`config.mk`:
```
export PLATFORM = sky130hd
export DESIGN_NAME = fsu_top
export DESIGN_NICKNAME = d
export VERILOG_FILES = /design/src/fsu_pkg.sv /design/src/fsu_lane.sv /design/src/fsu_decode.sv /design/src/fsu_top.sv
export SDC_FILE = /design/constraint.sdc
export NUM_CORES = 1
export LEC_CHECK = 0
export ABC_AREA = 1
export BUFFER_PORTS_ARGS = -buffer_cell sky130_fd_sc_hd__buf_2
export CORE_ASPECT_RATIO = 1.2
export CORE_MARGIN = 10
export CORE_UTILIZATION = 45
export DETAILED_ROUTE_END_ITERATION = 12
export GPL_TIMING_DRIVEN = 1
export PLACE_DENSITY = 0.69
export RECOVER_POWER = 25
export SYNTH_ARGS = -nofsm -noshare
export SYNTH_HDL_FRONTEND = slang
export SYNTH_SLANG_ARGS = --single-unit
```
`constraint.sdc`:
```
create_clock -name core_clk -period 2.7 [get_ports core_clk]
set_clock_uncertainty 0.1 [all_clocks]
set_input_delay 0.27 -clock core_clk [delete_from_list [all_inputs] [get_ports core_clk]]
set_output_delay 0.27 -clock core_clk [all_outputs]
set_load 0.01 [all_outputs]
```
`src/fsu_pkg.sv`:
```
// Shared constants and types of the fractional subtract unit.
// Assumes a 32-bit host pipeline and an APB register bus with byte strobes.
package fsu_pkg;

    // ***********************************************************
    // Instruction fields
    // ***********************************************************
    localparam int OPC_MSB = 31;
    localparam int OPC_LSB = 26;
    localparam int SECOND_MSB = 25;
    localparam int SECOND_LSB = 21;
    localparam int FIRST_MSB = 20;
    localparam int FIRST_LSB = 16;
    localparam int DEST_MSB = 15;
    localparam int DEST_LSB = 11;
    localparam logic [5:0] MAJOR_OPCODE_GROUP = 6'h00;
    localparam logic [9:0] MINOR_WORD_CLAMP = 10'h345;
    localparam logic [10:0] MINOR_PAIR_WRAP = 11'h20D;
    localparam logic [10:0] MINOR_PAIR_CLAMP = 11'h60D;
    localparam logic [10:0] MINOR_HALVE_TRUNC = 11'h24D;
    localparam logic [10:0] MINOR_HALVE_ROUND = 11'h64D;

    // ***********************************************************
    // Register map, field positions and reset values
    // ***********************************************************
    localparam logic [7:0] ADDR_CTRL = 8'h00;
    localparam logic [7:0] ADDR_DSPCTL = 8'h04;
    localparam logic [7:0] ADDR_INT_STATUS = 8'h08;
    localparam logic [7:0] ADDR_INT_MASK = 8'h0C;
    localparam logic [7:0] ADDR_RESULT = 8'h10;
    localparam int CTRL_ENABLE_BIT = 0;
    localparam int OUFLAG_BIT = 20;
    localparam int INT_OUFLAG = 0;
    localparam int INT_RESERVED = 1;
    localparam int INT_DISABLED = 2;
    localparam int INT_WIDTH = 3;
    localparam logic CTRL_ENABLE_RESET = 1'b1;
    localparam logic OUFLAG_RESET = 1'b0;
    localparam logic [INT_WIDTH-1:0] INT_STATUS_RESET = 3'h0;
    localparam logic [INT_WIDTH-1:0] INT_MASK_RESET = 3'h0;

    // ***********************************************************
    // Operations and lane modes
    // ***********************************************************
    typedef enum logic [2:0] {
        OP_NONE = 3'h0,
        OP_PAIR_WRAP = 3'h1,
        OP_PAIR_CLAMP = 3'h3,
        OP_WORD_CLAMP = 3'h2,
        OP_HALVE_TRUNC = 3'h6,
        OP_HALVE_ROUND = 3'h7
    } fsu_op_type;

    typedef enum logic [1:0] {
        MODE_WRAP = 2'h0,
        MODE_CLAMP = 2'h1,
        MODE_TRUNC = 2'h3,
        MODE_ROUND = 2'h2
    } fsu_mode_type;

endpackage : fsu_pkg

```
`src/fsu_lane.sv`:
```
// One signed fractional subtract lane of parameterised width.
// Purely combinational; the caller registers the result.
`timescale 1ns/1ps
module fsu_lane
    import fsu_pkg::*;
#(
    parameter int WIDTH = 16
)
(
    input wire logic [WIDTH-1:0] minuend,
    input wire logic [WIDTH-1:0] subtrahend,
    input wire fsu_mode_type mode,
    output logic [WIDTH-1:0] diff_out,
    output logic overflow
);

    logic [WIDTH:0] wide;
    logic [WIDTH:0] rounded;
    logic [WIDTH-1:0] limit;

    // One extra sign bit keeps the true difference in range.
    assign wide = {minuend[WIDTH-1], minuend}
                - {subtrahend[WIDTH-1], subtrahend};
    // The rounding add stays inside the interim width and may wrap there.
    assign rounded = wide + {{WIDTH{1'b0}}, 1'b1};
    assign limit = wide[WIDTH] ? {1'b1, {(WIDTH-1){1'b0}}}
                               : {1'b0, {(WIDTH-1){1'b1}}};
    assign overflow = (wide[WIDTH] ^ wide[WIDTH-1])
                    && (mode == MODE_WRAP || mode == MODE_CLAMP);

    always_comb
    begin
        unique case (mode)
            MODE_WRAP: diff_out = wide[WIDTH-1:0];
            MODE_CLAMP: diff_out = overflow ? limit
                                            : wide[WIDTH-1:0];
            MODE_TRUNC: diff_out = wide[WIDTH:1];
            MODE_ROUND: diff_out = rounded[WIDTH:1];
        endcase
    end

endmodule : fsu_lane

```
`src/fsu_decode.sv`:
```
// Instruction decoder of the fractional subtract unit.
// Assumes the word arrives whole; anything else decodes as OP_NONE.
`timescale 1ns/1ps
module fsu_decode
    import fsu_pkg::*;
(
    input wire logic [31:0] instr,
    output fsu_op_type op
);

    logic group_hit;

    assign group_hit = instr[OPC_MSB:OPC_LSB] == MAJOR_OPCODE_GROUP;

    always_comb
    begin
        op = OP_NONE;
        if (group_hit)
        begin
            if (!instr[10] && instr[9:0] == MINOR_WORD_CLAMP)
                op = OP_WORD_CLAMP;
            else if (instr[10:0] == MINOR_PAIR_WRAP)
                op = OP_PAIR_WRAP;
            else if (instr[10:0] == MINOR_PAIR_CLAMP)
                op = OP_PAIR_CLAMP;
            else if (instr[10:0] == MINOR_HALVE_TRUNC)
                op = OP_HALVE_TRUNC;
            else if (instr[10:0] == MINOR_HALVE_ROUND)
                op = OP_HALVE_ROUND;
        end
    end

endmodule : fsu_decode

```
`src/fsu_top.sv`:
```
// Fractional subtract unit with its flag, control and interrupt registers.
// Assumes operands are read by the host pipeline and handed in with the
// instruction, and that the result is written back by the host.
//
// How it works
// - Pair subtract: each source halfword minus the matching one, per lane.
// - Wrapping pair variant keeps the low 16 bits of each difference.
// - Clamping pair variant limits lanes to 0x7FFF or 0x8000.
// - Pair variants set flag bit 20 on any lane overflow, else keep it.
// - Word subtract clamps to 0x7FFFFFFF or 0x80000000 on overflow.
// - Word subtract sets flag bit 20 on overflow, else leaves it.
// - Halving variants form a 17-bit signed difference per lane.
// - Truncating halving writes bits 16 to 1 of each difference.
// - Rounding halving adds one before the one-bit right shift.
// - Halving variants never change the flag register.
// - Operand values never raise an exception.
// - Word subtract decodes from group 000000, minor 1101000101, fields.
// - Unknown codes raise reserved, disabled unit raises disabled.
`timescale 1ns/1ps
module fsu_top
    import fsu_pkg::*;
#(
    parameter int ADDR_WIDTH = 8
)
(
    input wire logic core_clk,
    input wire logic rst_n,
    input wire logic issue_valid,
    input wire logic [31:0] issue_instr,
    input wire logic [31:0] first_source,
    input wire logic [31:0] second_source,
    output logic result_valid,
    output logic [31:0] result_data,
    output logic [4:0] result_dest,
    output logic exc_reserved,
    output logic exc_dsp_disabled,
    output logic ouflag,
    output logic irq,
    input wire logic psel,
    input wire logic penable,
    input wire logic pwrite,
    input wire logic [ADDR_WIDTH-1:0] paddr,
    input wire logic [31:0] pwdata,
    input wire logic [3:0] pstrb,
    output logic [31:0] prdata,
    output logic pready,
    output logic pslverr
);

    // ***********************************************************
    // State
    // ***********************************************************
    // One packed record holds every register, so reset and update each
    // live in a single place and no field can be missed in either.
    typedef struct packed {
        logic result_valid;
        logic [31:0] result_data;
        logic [4:0] result_dest;
        logic exc_reserved;
        logic exc_disabled;
        logic dsp_enable;
        logic ouflag;
        logic [INT_WIDTH-1:0] int_status;
        logic [INT_WIDTH-1:0] int_mask;
        logic irq;
        logic pready;
        logic [31:0] prdata;
        logic pslverr;
    } fsu_state_type;

    // The unit wakes up enabled, so software that never touches the
    // control register can still issue the subtract operations.
    localparam fsu_state_type STATE_RESET = '{
        result_valid: 1'b0,
        result_data: 32'h0000_0000,
        result_dest: 5'h00,
        exc_reserved: 1'b0,
        exc_disabled: 1'b0,
        dsp_enable: CTRL_ENABLE_RESET,
        ouflag: OUFLAG_RESET,
        int_status: INT_STATUS_RESET,
        int_mask: INT_MASK_RESET,
        irq: 1'b0,
        pready: 1'b0,
        prdata: 32'h0000_0000,
        pslverr: 1'b0
    };

    fsu_state_type st;
    fsu_state_type next_st;

    // ***********************************************************
    // Decode and datapath
    // ***********************************************************
    fsu_op_type op;
    fsu_mode_type lane_mode;
    logic [31:0] pair_result;
    logic [1:0] lane_overflow;
    logic [31:0] word_result;
    logic word_overflow;
    logic flag_op;
    logic op_overflow;
    logic [31:0] op_result;

    fsu_decode u_decode (
        .instr(issue_instr),
        .op(op)
    );

    // Word and unknown codes leave the lanes in wrap mode; their lane
    // results are computed but never selected.
    always_comb
    begin
        unique case (op)
            OP_PAIR_CLAMP: lane_mode = MODE_CLAMP;
            OP_HALVE_TRUNC: lane_mode = MODE_TRUNC;
            OP_HALVE_ROUND: lane_mode = MODE_ROUND;
            default: lane_mode = MODE_WRAP;
        endcase
    end

    // Lane 1 covers bits 31 to 16 and lane 0 bits 15 to 0.
    genvar lane;
    generate
        for (lane = 0; lane < 2; lane++)
        begin : g_lane
            fsu_lane #(
                .WIDTH(16)
            ) u_lane (
                .minuend(first_source[16*lane +: 16]),
                .subtrahend(second_source[16*lane +: 16]),
                .mode(lane_mode),
                .diff_out(pair_result[16*lane +: 16]),
                .overflow(lane_overflow[lane])
            );
        end
    endgenerate

    // A separate 33-bit adder serves the word operation. Chaining the lane
    // adders would save area but lengthen the carry path.
    fsu_lane #(
        .WIDTH(32)
    ) u_word (
        .minuend(first_source),
        .subtrahend(second_source),
        .mode(MODE_CLAMP),
        .diff_out(word_result),
        .overflow(word_overflow)
    );

    // Only the wrapping and clamping forms report overflow.
    always_comb
    begin
        flag_op = 1'b0;
        op_overflow = 1'b0;
        op_result = pair_result;
        unique case (op)
            OP_PAIR_WRAP, OP_PAIR_CLAMP:
            begin
                flag_op = 1'b1;
                op_overflow = |lane_overflow;
            end
            OP_WORD_CLAMP:
            begin
                flag_op = 1'b1;
                op_overflow = word_overflow;
                op_result = word_result;
            end
            OP_HALVE_TRUNC, OP_HALVE_ROUND:
            begin
                flag_op = 1'b0;
            end
            OP_NONE:
            begin
                flag_op = 1'b0;
            end
        endcase
    end

    // ***********************************************************
    // Register bus
    // ***********************************************************
    logic setup_done;
    logic commit;
    logic addr_known;
    logic [31:0] read_value;
    logic [7:0] reg_addr;

    assign reg_addr = paddr[7:0];
    // One wait state: pready rises the cycle after the access phase starts.
    assign setup_done = psel && penable && !st.pready;
    // A write takes effect only at the edge where the master sees pready
    // high, and never when the address was refused.
    assign commit = psel && penable && st.pready && pwrite && !st.pslverr;

    always_comb
    begin
        addr_known = 1'b1;
        read_value = 32'h0000_0000;
        unique case (reg_addr)
            ADDR_CTRL:
                read_value[CTRL_ENABLE_BIT] = st.dsp_enable;
            ADDR_DSPCTL:
                read_value[OUFLAG_BIT] = st.ouflag;
            ADDR_INT_STATUS:
                read_value[INT_WIDTH-1:0] = st.int_status;
            ADDR_INT_MASK:
                read_value[INT_WIDTH-1:0] = st.int_mask;
            ADDR_RESULT:
                read_value = st.result_data;
            default:
                addr_known = 1'b0;
        endcase
        // Upper address bits must be clear for a hit.
        if (ADDR_WIDTH > 8 && (paddr >> 8) != '0)
        begin
            addr_known = 1'b0;
        end
    end

    // ***********************************************************
    // Next state
    // ***********************************************************
    // Events are gathered apart from the status bits, so an overflow raises
    // its status bit again even while the sticky flag is already set.
    logic [INT_WIDTH-1:0] events;

    always_comb
    begin
        next_st = st;
        events = '0;
        next_st.result_valid = 1'b0;
        next_st.exc_reserved = 1'b0;
        next_st.exc_disabled = 1'b0;

        // Software writes land first so that hardware sets below win.
        if (commit)
        begin
            unique case (reg_addr)
                ADDR_CTRL:
                begin
                    if (pstrb[0])
                        next_st.dsp_enable = pwdata[CTRL_ENABLE_BIT];
                end
                ADDR_DSPCTL:
                begin
                    if (pstrb[2])
                        next_st.ouflag = pwdata[OUFLAG_BIT];
                end
                ADDR_INT_STATUS:
                begin
                    if (pstrb[0])
                        next_st.int_status = st.int_status
                                           & ~pwdata[INT_WIDTH-1:0];
                end
                ADDR_INT_MASK:
                begin
                    if (pstrb[0])
                        next_st.int_mask = pwdata[INT_WIDTH-1:0];
                end
                default:
                begin
                    next_st.ouflag = next_st.ouflag;
                end
            endcase
        end

        // Exceptions depend on the code and the enable, never on operands.
        if (issue_valid)
        begin
            if (op == OP_NONE)
            begin
                next_st.exc_reserved = 1'b1;
                events[INT_RESERVED] = 1'b1;
            end
            else if (!st.dsp_enable)
            begin
                next_st.exc_disabled = 1'b1;
                events[INT_DISABLED] = 1'b1;
            end
            else
            begin
                next_st.result_valid = 1'b1;
                next_st.result_data = op_result;
                next_st.result_dest = issue_instr[DEST_MSB:DEST_LSB];
                if (flag_op && op_overflow)
                begin
                    next_st.ouflag = 1'b1;
                    events[INT_OUFLAG] = 1'b1;
                end
            end
        end

        next_st.int_status = next_st.int_status | events;
        // The interrupt follows the updated status and mask, so it rises
        // on the same edge as the event instead of one cycle later.
        next_st.irq = |(next_st.int_status & next_st.int_mask);

        // Read data is captured when pready is raised and then held, so
        // prdata cannot change while the master samples it.
        next_st.pready = 1'b0;
        next_st.pslverr = 1'b0;
        if (setup_done)
        begin
            next_st.pready = 1'b1;
            next_st.pslverr = !addr_known;
            next_st.prdata = (!pwrite && addr_known) ? read_value
                                                     : 32'h0000_0000;
        end
    end

    // ***********************************************************
    // State register
    // ***********************************************************
    // Only constants enter the reset branch, so the asynchronous reset
    // never depends on state that is itself being reset.
    always_ff @(posedge core_clk or negedge rst_n)
    begin
        if (!rst_n)
            st <= STATE_RESET;
        else
            st <= next_st;
    end

    // ***********************************************************
    // Outputs
    // ***********************************************************
    // Every output is a field of the state record, so none of them can
    // glitch on a change of the inputs.
    assign result_valid = st.result_valid;
    assign result_data = st.result_data;
    assign result_dest = st.result_dest;
    assign exc_reserved = st.exc_reserved;
    assign exc_dsp_disabled = st.exc_disabled;
    assign ouflag = st.ouflag;
    assign irq = st.irq;
    assign prdata = st.prdata;
    assign pready = st.pready;
    assign pslverr = st.pslverr;

endmodule : fsu_top

```
Word level (Yosys, flattened, before mapping). Cells that the tools add are included.

Add/sub/neg operators: 5. Equality and inequality tests: 17. Multiplexer cells: 47. Bitwise operators: 8. Reduce and logical (&&, ||, !) cells: 28.

Operators with widths (number): 32-bit two-way mux (4); 16-bit case mux with 4 select lines (2); 38-bit two-way mux (2); 16-bit two-way mux (4); 40-bit two-way mux (1); 17-bit by 1-bit adder with 17-bit output (second input constant) (2); 34-bit two-way mux (1); 16-bit by 16-bit subtractor with 17-bit output (2); 3-bit two-way mux (11); 32-bit by 32-bit subtractor with 33-bit output (1); 11-bit by 10-bit equality test with 1-bit output (second input constant) (2); 11-bit equality test (second input constant) (2); 17-bit two-way mux (1); 8-bit by 4-bit equality test with 1-bit output (second input constant) (2); 1-bit two-way mux (13); 2-bit case mux with 3 select lines (2); 11-bit two-way mux (1); 10-bit equality test (second input constant) (1); 1-bit logical AND (10); 3-bit OR reduction (3); 8-bit by 3-bit equality test with 1-bit output (second input constant) (1); 8-bit by 5-bit equality test with 1-bit output (second input constant) (1); 8-bit zero test (1); 7-bit two-way mux (1); other kinds (20) (34).

Register bits after elaboration: 83. Input port bits: 146. Output and inout bits: 76.

Longest topological paths before layout. Gate-level depths: netlist of the first run.

Depth in word-level cells: 22. Mapped depth: 24.

Cells and area by module. Synthesis of the first run repeated with hierarchy kept, for this count alone.

Cells, all modules: 2322. Area total of the unflattened synthesis: 13380.3 um^2.

Modules (own cells, without submodules): fsu_lane (u_word) (times used 1, cells each 931, area an instance 4657.0 um^2, seq. area each 0.0 um^2); fsu_top (times used 1, cells each 538, area an instance 4443.0 um^2, seq. area each 2078.2 um^2); fsu_lane (g_lane[0].u_lane ...) (times used 2, cells each 406, area an instance 2042.0 um^2, seq. area each 0.0 um^2); fsu_decode (times used 1, cells each 41, area an instance 196.4 um^2, seq. area each 0.0 um^2).

Worst setup path before layout of the first run. OpenSTA, ideal clock, no wires.

Kind: in2reg. Start point: input first_source[16]. End point: register st, in the netlist result_data[28]. Setup time: 0.120 ns. Arrival time: 2.324 ns. Required time: 2.480 ns. Slack: 0.156 ns. Cell stages on the path: 15. Path through: inv_1 -> ha_1 -> inv_1 -> fa_1 -> inv_1 -> nor3_1 -> nand3_1 -> nor2_1 -> nand4_1 -> nor2_1 -> nand2_1 -> o21ai_1 -> o21bai_1 -> o21ai_1 -> nand2_1.

Longest elaborated chain between the ends: 6. Elaborated cells between the ends (all ways): 12. Classes of those cells: add/sub (3); mux (6); bitwise (2); reduce/logical (1).

RTL lines: start: declaration (line fsu_top.sv:30) `input wire logic [31:0] first_source,`; parallel branches: the longest is 5 deep, another holds 16-bit by 16-bit subtractor with 17-bit output; 32-bit two-way mux * (line fsu_top.sv:157) `unique case (op)`; end signal: assignment (line fsu_top.sv:322) `st <= next_st;`; end: declaration (line fsu_top.sv:89) `fsu_state_type st;`.

Every way passes the cells marked *. A chain may end at the register's enable or synchronous reset.

Worst setup path after layout of the first run.
Start point: input first_source[16]. End point: register st, in the netlist result_data[26].

Same word-level chain as after synthesis.

==> results.sh, run 1 <==
export IMPL_antenna_found_initial=0
export IMPL_drt_pass1_iter_count=5
export IMPL_cts_num_sinks=83
export IMPL_synth_area_leaders="dfrtp_1 23%, nand2_1 19%, inv_1 8.6%"
export IMPL_drv_cap=0
export IMPL_hold_violations=0
export IMPL_die_h_um=176
export IMPL_synth_commonest_cells="469 x nand2_1, 209 x inv_1, 97 x nand3_1, 88 x nor2_1, 83 x a21oi_1"
export IMPL_ys_flop_type="dfrtp_1"
export IMPL_max_slew_worst_pin_slew_ns=1.05
export IMPL_globalplace_congestion=0.996
export IMPL_grt_pass1_wl_um=49600
export IMPL_coreArea_um2=19700
export IMPL_path_clk_slew_ns=0.07
export IMPL_crit_required_ns=2.83
export IMPL_yosysUniqueCellTypes=56
export IMPL_synth_seq_area_share=0.229
export IMPL_grt_pass1_vias=10000
export IMPL_die_area_um2=26300
export IMPL_hold_ws_ns=0.0264
export IMPL_finalCritPeriodShare=0.956
export IMPL_detail_route_antenna_nets=0
export IMPL_cp_start_kind="input pin"
export IMPL_grt_setup_unrepaired="true"
export IMPL_io_buffers=181
export IMPL_clockBufferDepth=2
export IMPL_place_hpwl_um=25300
export IMPL_htree_levels=3
export IMPL_final_nets=1944
export IMPL_drv_slew=0
export IMPL_yosys_area_top_type="dfrtp_1"
export IMPL_ios=222
export IMPL_setup_viol=0
export IMPL_synthCells=1470
export IMPL_rows=56
export IMPL_cp_end_kind="register"
export IMPL_peakVddDrop_uv=387
export IMPL_syn_num_nets=1653
export IMPL_min_period_ns=2.58
export IMPL_crit_type="in -> reg"
export IMPL_final_cell_area_um2=11600
export IMPL_areaGrowthSynthToFinish_pct=28.2
export IMPL_antennaDiodeCount=0
export IMPL_yosysMostFrequentCell="nand2_1"
export IMPL_crit_arrival_ns=2.71
export IMPL_syn_avg_cell_area_um2=6.18
export IMPL_status="complete, no violations"
export IMPL_fmaxAchievable_mhz=388
export IMPL_critical_path_startpoint="first_source[16]"
export IMPL_wire_per_inst_um=15.2
export IMPL_wirelength_um=30700
export IMPL_syn_cell_area_um2=9080
export IMPL_r2r_start="pslverr$_DFF_PN0_"
export IMPL_min_from="issue_instr[14]"
export IMPL_die_w_um=150
export IMPL_yosysTopAreaCellShare=0.226
export IMPL_powerDensity_nw_per_um2=388
export IMPL_synth_warnings=0
export IMPL_place_area_um2=11100
export IMPL_relSlewSlack=0.302
export IMPL_overflow=0
export IMPL_cts_buffers=9
export IMPL_start_util=0.461
export IMPL_critPathMaxFanout=4
export IMPL_grt_max_degree=43
export IMPL_worst_skew_pair_late_latency_ns=0.34
export IMPL_drt_first_iter_violations=680
export IMPL_final_layout_size_suffix_gt1_frac=0.283
export IMPL_root_buffer="clkbuf_16"
export IMPL_viasPerCell=5.09
export IMPL_synth_async_reset_ratio=1.00
export IMPL_num_vias=10300
export IMPL_cts_tree="built"
export IMPL_synth_edf_count=0
export IMPL_ys_ff_latch=83
export IMPL_hold_path_class="in -> reg"
export IMPL_drc_errors=0
export IMPL_p_leak_nw=6.56
export IMPL_grt_total_usage=0.227
path summary, 6_finish.rpt:
path	endpoint	slack [ns]	cells past startpoint
setup / recovery	result_data[26]$_DFFE_PN0P_	0.12	16
hold / removal	result_dest[3]$_DFFE_PN0P_	0.03	3
setup reg to reg	irq$_DFF_PN0_	0.75	8
hold reg to reg	result_dest[3]$_DFFE_PN0P_	0.37	2
max in group asynchronous	st[42]$_DFFE_PN1P_	1.00	3
min in group asynchronous	st[36]$_DFF_PN0_	0.56	2
cells by family (layout without fill, tap and decap cells):
group / count (synthesis) / after routing / synth area share
compound gates: 245 / 245 / 0.162
xor+xnor: 14 / 14 / 0.0143
fa+ha+maj: 37 / 37 / 0.0526
buf+inv: 332 / 628 / 0.173
flops: 83 / 83 / 0.229
simple gates: 759 / 759 / 0.369
metal layers:
layer	up-vias	GRT usage	part of all wire
li1	5240	-	-
met1	4702	0.296	0.45
met2	334	0.387	0.47
met3	48	0.0247	0.065
met4	0	0.0620	0.022
met5	-	0	0
worst max-delay path, stage by stage:
cell     delay (ns)
buf_2          0.10
inv_1          0.05
ha_1           0.15
inv_2          0.05
fa_2           0.64
inv_1          0.09
nor3_2         0.20
nand3_1        0.14
nor2_2         0.13
nand4_1        0.20
nor2_4         0.21
nor2_1         0.07
o21ai_1        0.17
nand3_1        0.09
nand3_1        0.10
nand2_1        0.05
cells in the final DEF (no fill, tap or decap), types with 19 or more instances in the layout:
| master | count |
|---|---|
| nand2_1 | 461 |
| inv_1 | 208 |
| buf_4 | 192 |
| buf_2 | 162 |
| nand3_1 | 95 |
| a21oi_1 | 83 |
| dfrtp_1 | 82 |
| nor2_1 | 81 |
| o21ai_0 | 61 |
| nand2_2 | 34 |
| ha_1 | 34 |
| o21ai_1 | 30 |
| inv_2 | 22 |
| a32o_1 | 20 |
| clkbuf_1 | 19 |
sequential cells by signal, summed over array words and instances (netlist names):
| name | cells |
|---|---|
| exc_dsp_disabled | 1 |
| exc_reserved | 1 |
| ouflag | 1 |
| pslverr | 1 |
| result_dest | 5 |
| st | 7 |
| result_valid | 1 |
| result_data | 32 |
| pready | 1 |
| prdata | 32 |
| irq | 1 |
metrics by stage:
| stage | utilization | total power [W] | setup TNS [ns] | setup slack, ns | cells |
|---|---|---|---|---|---|
| 6_report | 0.591 | 0.00452 | 0 | 0.120 | 2027 |
| 5_1_grt | 0.591 | 0.00481 | -0.304 | -0.0758 | 2027 |
| 4_1_cts | 0.582 | 0.00447 | 0 | 0.0818 | 2022 |
| 3_5_place_dp | 0.564 | 0.00307 | -5.68 | -0.258 | 2005 |
| 3_3_place_gp | 0.564 | 0.00306 | -4.81 | -0.203 | 2005 |
| 2_1_floorplan | - | 0.00229 | 0 | 0.156 | 1470 |
cell type report:
| type | instances | area, um2 |
|---|---|---|
| clock buffers | 10 | 229 |
| clock inverters | 6 | 114 |
| fillers | 1993 | 8050 |
| inverters | 234 | 893 |
| multi-input cells | 1055 | 5580 |
| flip-flops and latches | 83 | 2080 |
| well taps | 261 | 327 |
| repair buffers | 378 | 2410 |
report_power, final:
part	total, W	internal, W	switching, W	leakage, nW
Combinational	0.00187	0.000773	0.00110	5.32
Sequential	0.00125	0.00125	0.00000167	1.08
Clock	0.00140	0.000905	0.000492	0.159
Total	0.00452	0.00293	0.00160	6.56
repair_timing:
action | CTS | global route
endpoints found under the setup margin | 0 | 34
setup buffers | 0 | 5
hold buffers | 1 | 0
hold endpoints to repair | 40 | 0
gates resized for setup | 0 | 42
Note: power is estimated with default switching activity, not from simulation.
==> run 2, diff against run 1 <==
SETUP_SLACK_MARGIN = 0.15   (was default)
==> run 2 against run 1 <==
Clock power about the same. Critical endpoint is now result_data[14]$_DFFE_PN0P_. Via count increased by 0.60%. Sequential power about the same. Non-clock buffer count increased by 10.
==> results.sh, run 2 (same netlist as run 1, synthesis figures left out) <==
export IMPL_grt_max_degree=43
export IMPL_drv_slew=0
export IMPL_final_nets=1955
export IMPL_status="complete, no violations"
export IMPL_cts_num_sinks=83
export IMPL_critPathMaxFanout=4
export IMPL_cp_slowest_cell="fa_2"
export IMPL_overflow=0
export IMPL_powerDensity_nw_per_um2=386
export IMPL_drc_errors=0
export IMPL_path_clk_slew_ns=0.07
export IMPL_nFillCells=1954
export IMPL_num_vias=10400
export IMPL_finalSetupTns_ns=0
export IMPL_relSlewSlack=0.302
export IMPL_drt_first_iter_violations=667
export IMPL_crit_type="in -> reg"
export IMPL_die_h_um=176
export IMPL_io_buffers=181
export IMPL_dp_slack_ns=-0.258
export IMPL_cp_cell_sequence="buf_2 > ha_4 > inv_4 > fa_2 > inv_2 > nor3_4 > nand2_2 > nor2_4 > nand3_2 > nor2_4 > nand2_2 > nor2_4 > nand3_4 > nor2_4 > nand2_1 > nand3_1 > nand2_1 > nand2_2 > nand2_2"
export IMPL_wire_per_inst_um=15.3
export IMPL_die_w_um=150
export IMPL_drt_pass1_iter_count=5
export IMPL_viasPerCell=5.10
export IMPL_rows=56
export IMPL_cts_tree="built"
export IMPL_worst_path_largest_cell_delay_ns=0.60
export IMPL_p_leak_nw=6.63
export IMPL_coreArea_um2=19700
export IMPL_grt_pass1_vias=10000
export IMPL_clockBufferDepth=2
export IMPL_setup_viol=0
export IMPL_antennaDiodeCount=0
export IMPL_crit_arrival_ns=2.73
export IMPL_fin_util=0.606
export IMPL_hold_path_class="in -> reg"
export IMPL_crit_required_ns=2.83
export IMPL_place_hpwl_um=25300
export IMPL_grt_total_usage=0.227
export IMPL_drv_cap=0
export IMPL_fin_ws_ns=0.102
export IMPL_hold_ws_ns=0.0273
export IMPL_final_common_cell="nand2_1"
export IMPL_worst_skew_pair_late_latency_ns=0.33
export IMPL_antenna_found_initial=0
export IMPL_finalCritPeriodShare=0.962
export IMPL_cts_buffers=9
export IMPL_start_util=0.461
export IMPL_wirelength_um=31200
export IMPL_areaGrowthSynthToFinish_pct=31.5
export IMPL_final_cell_mix="458 x nand2_1, 202 x inv_1, 197 x buf_4, 159 x buf_2, 87 x nand3_1"
export IMPL_detail_route_antenna_nets=0
export IMPL_fmaxAchievable_mhz=385
export IMPL_max_slew_worst_pin_slew_ns=1.05
export IMPL_grt_setup_unrepaired="true"
export IMPL_total_power_w=0.00461
export IMPL_htree_levels=3
export IMPL_hold_violations=0
export IMPL_peakVddDrop_uv=387
export IMPL_root_buffer="clkbuf_16"
export IMPL_grt_pass1_wl_um=49600
export IMPL_final_layout_size_suffix_gt1_frac=0.304
export IMPL_cp_end_kind="register"
export IMPL_globalplace_congestion=0.996
export IMPL_die_area_um2=26300
export IMPL_cp_start_kind="input pin"
export IMPL_ios=222
export IMPL_min_period_ns=2.60
run 2: through the flow:
step / instance area [um2] / instances
6_report: 11900 / 2038
4_1_cts: 11500 / 2023
3_5_place_dp: 11100 / 2005
3_3_place_gp: 11100 / 2005
5_1_grt: 11900 / 2038
2_1_floorplan: 9080 / 1470
run 2: final timing paths:
| path | start | endpoint | slack, ns | cells past startpoint |
|---|---|---|---|---|
| max | second_source[0] | result_data[14]$_DFFE_PN0P_ | 0.10 | 19 |
| min | issue_instr[14] | result_dest[3]$_DFFE_PN0P_ | 0.03 | 3 |
| max reg2reg | pslverr$_DFF_PN0_ | irq$_DFF_PN0_ | 0.75 | 8 |
| min reg2reg | result_dest[3]$_DFFE_PN0P_ | result_dest[3]$_DFFE_PN0P_ | 0.37 | 2 |
| max in group asynchronous | rst_n | st[42]$_DFFE_PN1P_ | 1.00 | 3 |
| min in group asynchronous | rst_n | st[36]$_DFF_PN0_ | 0.56 | 2 |
run 2: what timing repair did:
action / in CTS / in global routing
cloned: 0 / 1
endpoints found under the hold margin: 40 / 0
pin swaps: 3 / 48
resized for setup: 6 / 93
hold buffers: 1 / 0
setup endpoints to repair: 10 / 35
buffers inserted: 1 / 14
run 2: area by class of cell:
| type | instances | area, um2 | area share |
|---|---|---|---|
| Timing Repair Buffer | 388 | 2520 | 0.211 |
| Clock buffer | 10 | 229 | 0.0192 |
| Timing Repair inverter | 1 | 8.76 | 0.000734 |
| Tap cell | 261 | 327 | 0.0274 |
| Multi-Input combinational cell | 1055 | 5750 | 0.481 |
| Inverter | 234 | 911 | 0.0763 |
| Clock inverter | 6 | 114 | 0.00954 |
| Sequential cell | 83 | 2080 | 0.174 |
run 2: routing by layer:
layer / vias to the layer above / global-route usage / wire, um
met1: 4691 / 0.296 / 13900
met5: - / 0 / 0
met3: 46 / 0.0247 / 1980
li1: 5266 / - / -
met2: 383 / 0.387 / 14700
met4: 0 / 0.0620 / 636
run 2: critical path, delay by kind of cell:
| kind | cells | cell delay, ns |
|---|---|---|
| and+or+nand+nor | 14 | 1.47 |
| buffers and inverters | 3 | 0.21 |
| adders and majority gates | 2 | 0.75 |
run 2: power breakdown:
group	total, W	internal, W	switching [W]
Combinational	0.00196	0.000818	0.00114
Clock	0.00140	0.000905	0.000491
Sequential	0.00125	0.00125	0.00000168
==> run 3, diff against run 2 <==
CORE_UTILIZATION = 38   (was 45)
PLACE_DENSITY = default   (was 0.69)
==> run 3 against run 2 <==
Sequential share of layout area down 0.32 points. Die area up 16%. Cell count grew 3.6%. Maximum frequency increased by 1.4%. First-iteration DRC count shrank 11%. Cell area increased by 1.9%. Critical endpoint unchanged. Largest power group unchanged. Highest routed layer unchanged.
==> results.sh, run 3 (same netlist as run 1, synthesis figures left out) <==
export IMPL_p_int_w=0.00296
export IMPL_rows=61
export IMPL_die_area_um2=30500
export IMPL_max_slew_worst_pin_slew_ns=1.06
export IMPL_drt_pass1_iter_count=5
export IMPL_path_clk_slew_ns=0.06
export IMPL_coreArea_um2=23400
export IMPL_setup_viol=0
export IMPL_final_cell_area_um2=12200
export IMPL_ios=222
export IMPL_grt_use_met3=0.0245
export IMPL_fin_cells=2111
export IMPL_cp_start_kind="input pin"
export IMPL_overflow=0
export IMPL_areaGrowthSynthToFinish_pct=33.9
export IMPL_crit_type="in -> reg"
export IMPL_switching_share=0.359
export IMPL_top_usage_layer="met2"
export IMPL_grt_pass1_vias=9872
export IMPL_grt_util_met1=0.255
export IMPL_place_area_um2=11300
export IMPL_p_comb_frac=0.440
export IMPL_drc_errors=0
export IMPL_dp_slack_ns=-0.261
export IMPL_die_w_um=161
export IMPL_viasPerCell=4.89
export IMPL_worst_skew_pair_late_latency_ns=0.33
export IMPL_hold_violations=0
export IMPL_antennaDiodeCount=0
export IMPL_clockBufferDepth=2
export IMPL_hold_path_class="in -> reg"
export IMPL_relSlewSlack=0.294
export IMPL_io_buffers=181
export IMPL_root_buffer="clkbuf_16"
export IMPL_peakVddDrop_uv=242
export IMPL_wire_per_inst_um=15.1
export IMPL_p_leak_nw=6.74
export IMPL_die_h_um=189
export IMPL_crit_arrival_ns=2.69
export IMPL_critPathMaxFanout=4
export IMPL_num_vias=10300
export IMPL_htree_levels=3
export IMPL_drt_first_iter_violations=595
export IMPL_wirelength_um=31900
export IMPL_clock_power_share=0.290
export IMPL_total_power_w=0.00462
export IMPL_drv_slew=0
export IMPL_powerDensity_nw_per_um2=380
export IMPL_r2r_start="pslverr$_DFF_PN0_"
export IMPL_placed_cells=2071
export IMPL_min_from="issue_instr[15]"
export IMPL_cts_tree="built"
export IMPL_detail_route_antenna_nets=0
export IMPL_min_period_ns=2.56
export IMPL_nFillCells=2462
export IMPL_critical_path_startpoint="first_source[0]"
export IMPL_p_seq_frac=0.270
export IMPL_met2_usage=0.334
export IMPL_grt_total_usage=0.197
export IMPL_globalplace_congestion=0.940
export IMPL_grt_setup_unrepaired="true"
export IMPL_crit_required_ns=2.82
export IMPL_r2r_slack_ns=0.75
export IMPL_cts_num_sinks=83
export IMPL_status="complete, no violations"
export IMPL_grt_max_degree=44
export IMPL_drv_cap=0
export IMPL_antenna_found_initial=0
export IMPL_cp_end_kind="register"
export IMPL_final_cell_mix="456 x nand2_1, 213 x buf_4, 204 x inv_1, 159 x buf_2, 89 x nand3_1"
export IMPL_p_sw_w=0.00166
export IMPL_fmaxAchievable_mhz=390
export IMPL_cts_buffers=9
export IMPL_finalCritPeriodShare=0.949
export IMPL_final_common_cell="nand2_1"
export IMPL_final_nets=1974
export IMPL_start_util=0.389
export IMPL_grt_pass1_wl_um=49800
export IMPL_final_layout_size_suffix_gt1_frac=0.310
export IMPL_fin_ws_ns=0.137
export IMPL_place_hpwl_um=26200
## run 3: worst max-delay path, stage by stage
cell and delay, ns:
buf_6 0.10, inv_4 0.04, ha_4 0.12, inv_4 0.03, fa_2 0.38, nand2_2 0.10, buf_6 0.12, nand2_8 0.06
nor3_4 0.21, nand2_2 0.10, nor2_4 0.13, nand3_2 0.11, nor2_4 0.13, nand2_2 0.08, nor2_4 0.15, nand3_4 0.10
nor2_2 0.11, nand2_1 0.06, nand3_2 0.07, nand2_2 0.05, nand2_2 0.08, nand2_1 0.05
## run 3: metrics by stage
stage / setup TNS, ns / utilization / hold slack [ns]
5_1_grt: 0 / 0.521 / 0.0416
2_1_floorplan: 0 / - / -0.126
3_3_place_gp: -4.03 / 0.485 / 0.185
3_5_place_dp: -5.68 / 0.485 / 0.191
4_1_cts: 0 / 0.501 / 0.0250
6_report: 0 / 0.521 / 0.0322
## run 3: final timing paths
check,end,depth (start not counted)
max,result_data[14]$_DFFE_PN0P_,22
min,result_dest[4]$_DFFE_PN0P_,3
max reg2reg,irq$_DFF_PN0_,8
min reg2reg,result_dest[0]$_DFFE_PN0P_,2
max in group asynchronous,result_data[2]$_DFFE_PN0P_,3
min in group asynchronous,exc_reserved$_DFF_PN0_,2
## run 3: what timing repair did
item	in CTS	in global routing
setup buffers	2	21
endpoints found under the hold margin	39	0
hold buffers	1	0
setup endpoints to repair	8	35
pin swaps	1	39
resized for setup	7	86
## run 3: routing by layer
metal / up-vias / wire (um)
li1: 5308 / -
met1: 4646 / 14400
met2: 303 / 14700
met3: 58 / 1850
met4: 0 / 818
met5: - / 0
## run 3: cell type report
class                           instances  area [um2]  share of cell area
Multi-Input combinational cell       1055        5730               0.471
Timing Repair Buffer                  408        2720               0.224
Sequential cell                        83        2080               0.171
Inverter                              234         903              0.0743
Tap cell                              315         394              0.0324
Clock buffer                           11         243              0.0200
Clock inverter                          5        85.1             0.00700
## run 3: power by group through the flow
stage	Clock (W)	Combinational, W	Sequential, W
4_1_cts	0.00136	0.00186	0.00125
3_5_place_dp	0	0.00184	0.00127
5_1_grt	0.00141	0.00225	0.00125
3_3_place_gp	0	0.00183	0.00127
6_report	0.00134	0.00203	0.00125
2_1_floorplan	0	0.00101	0.00127
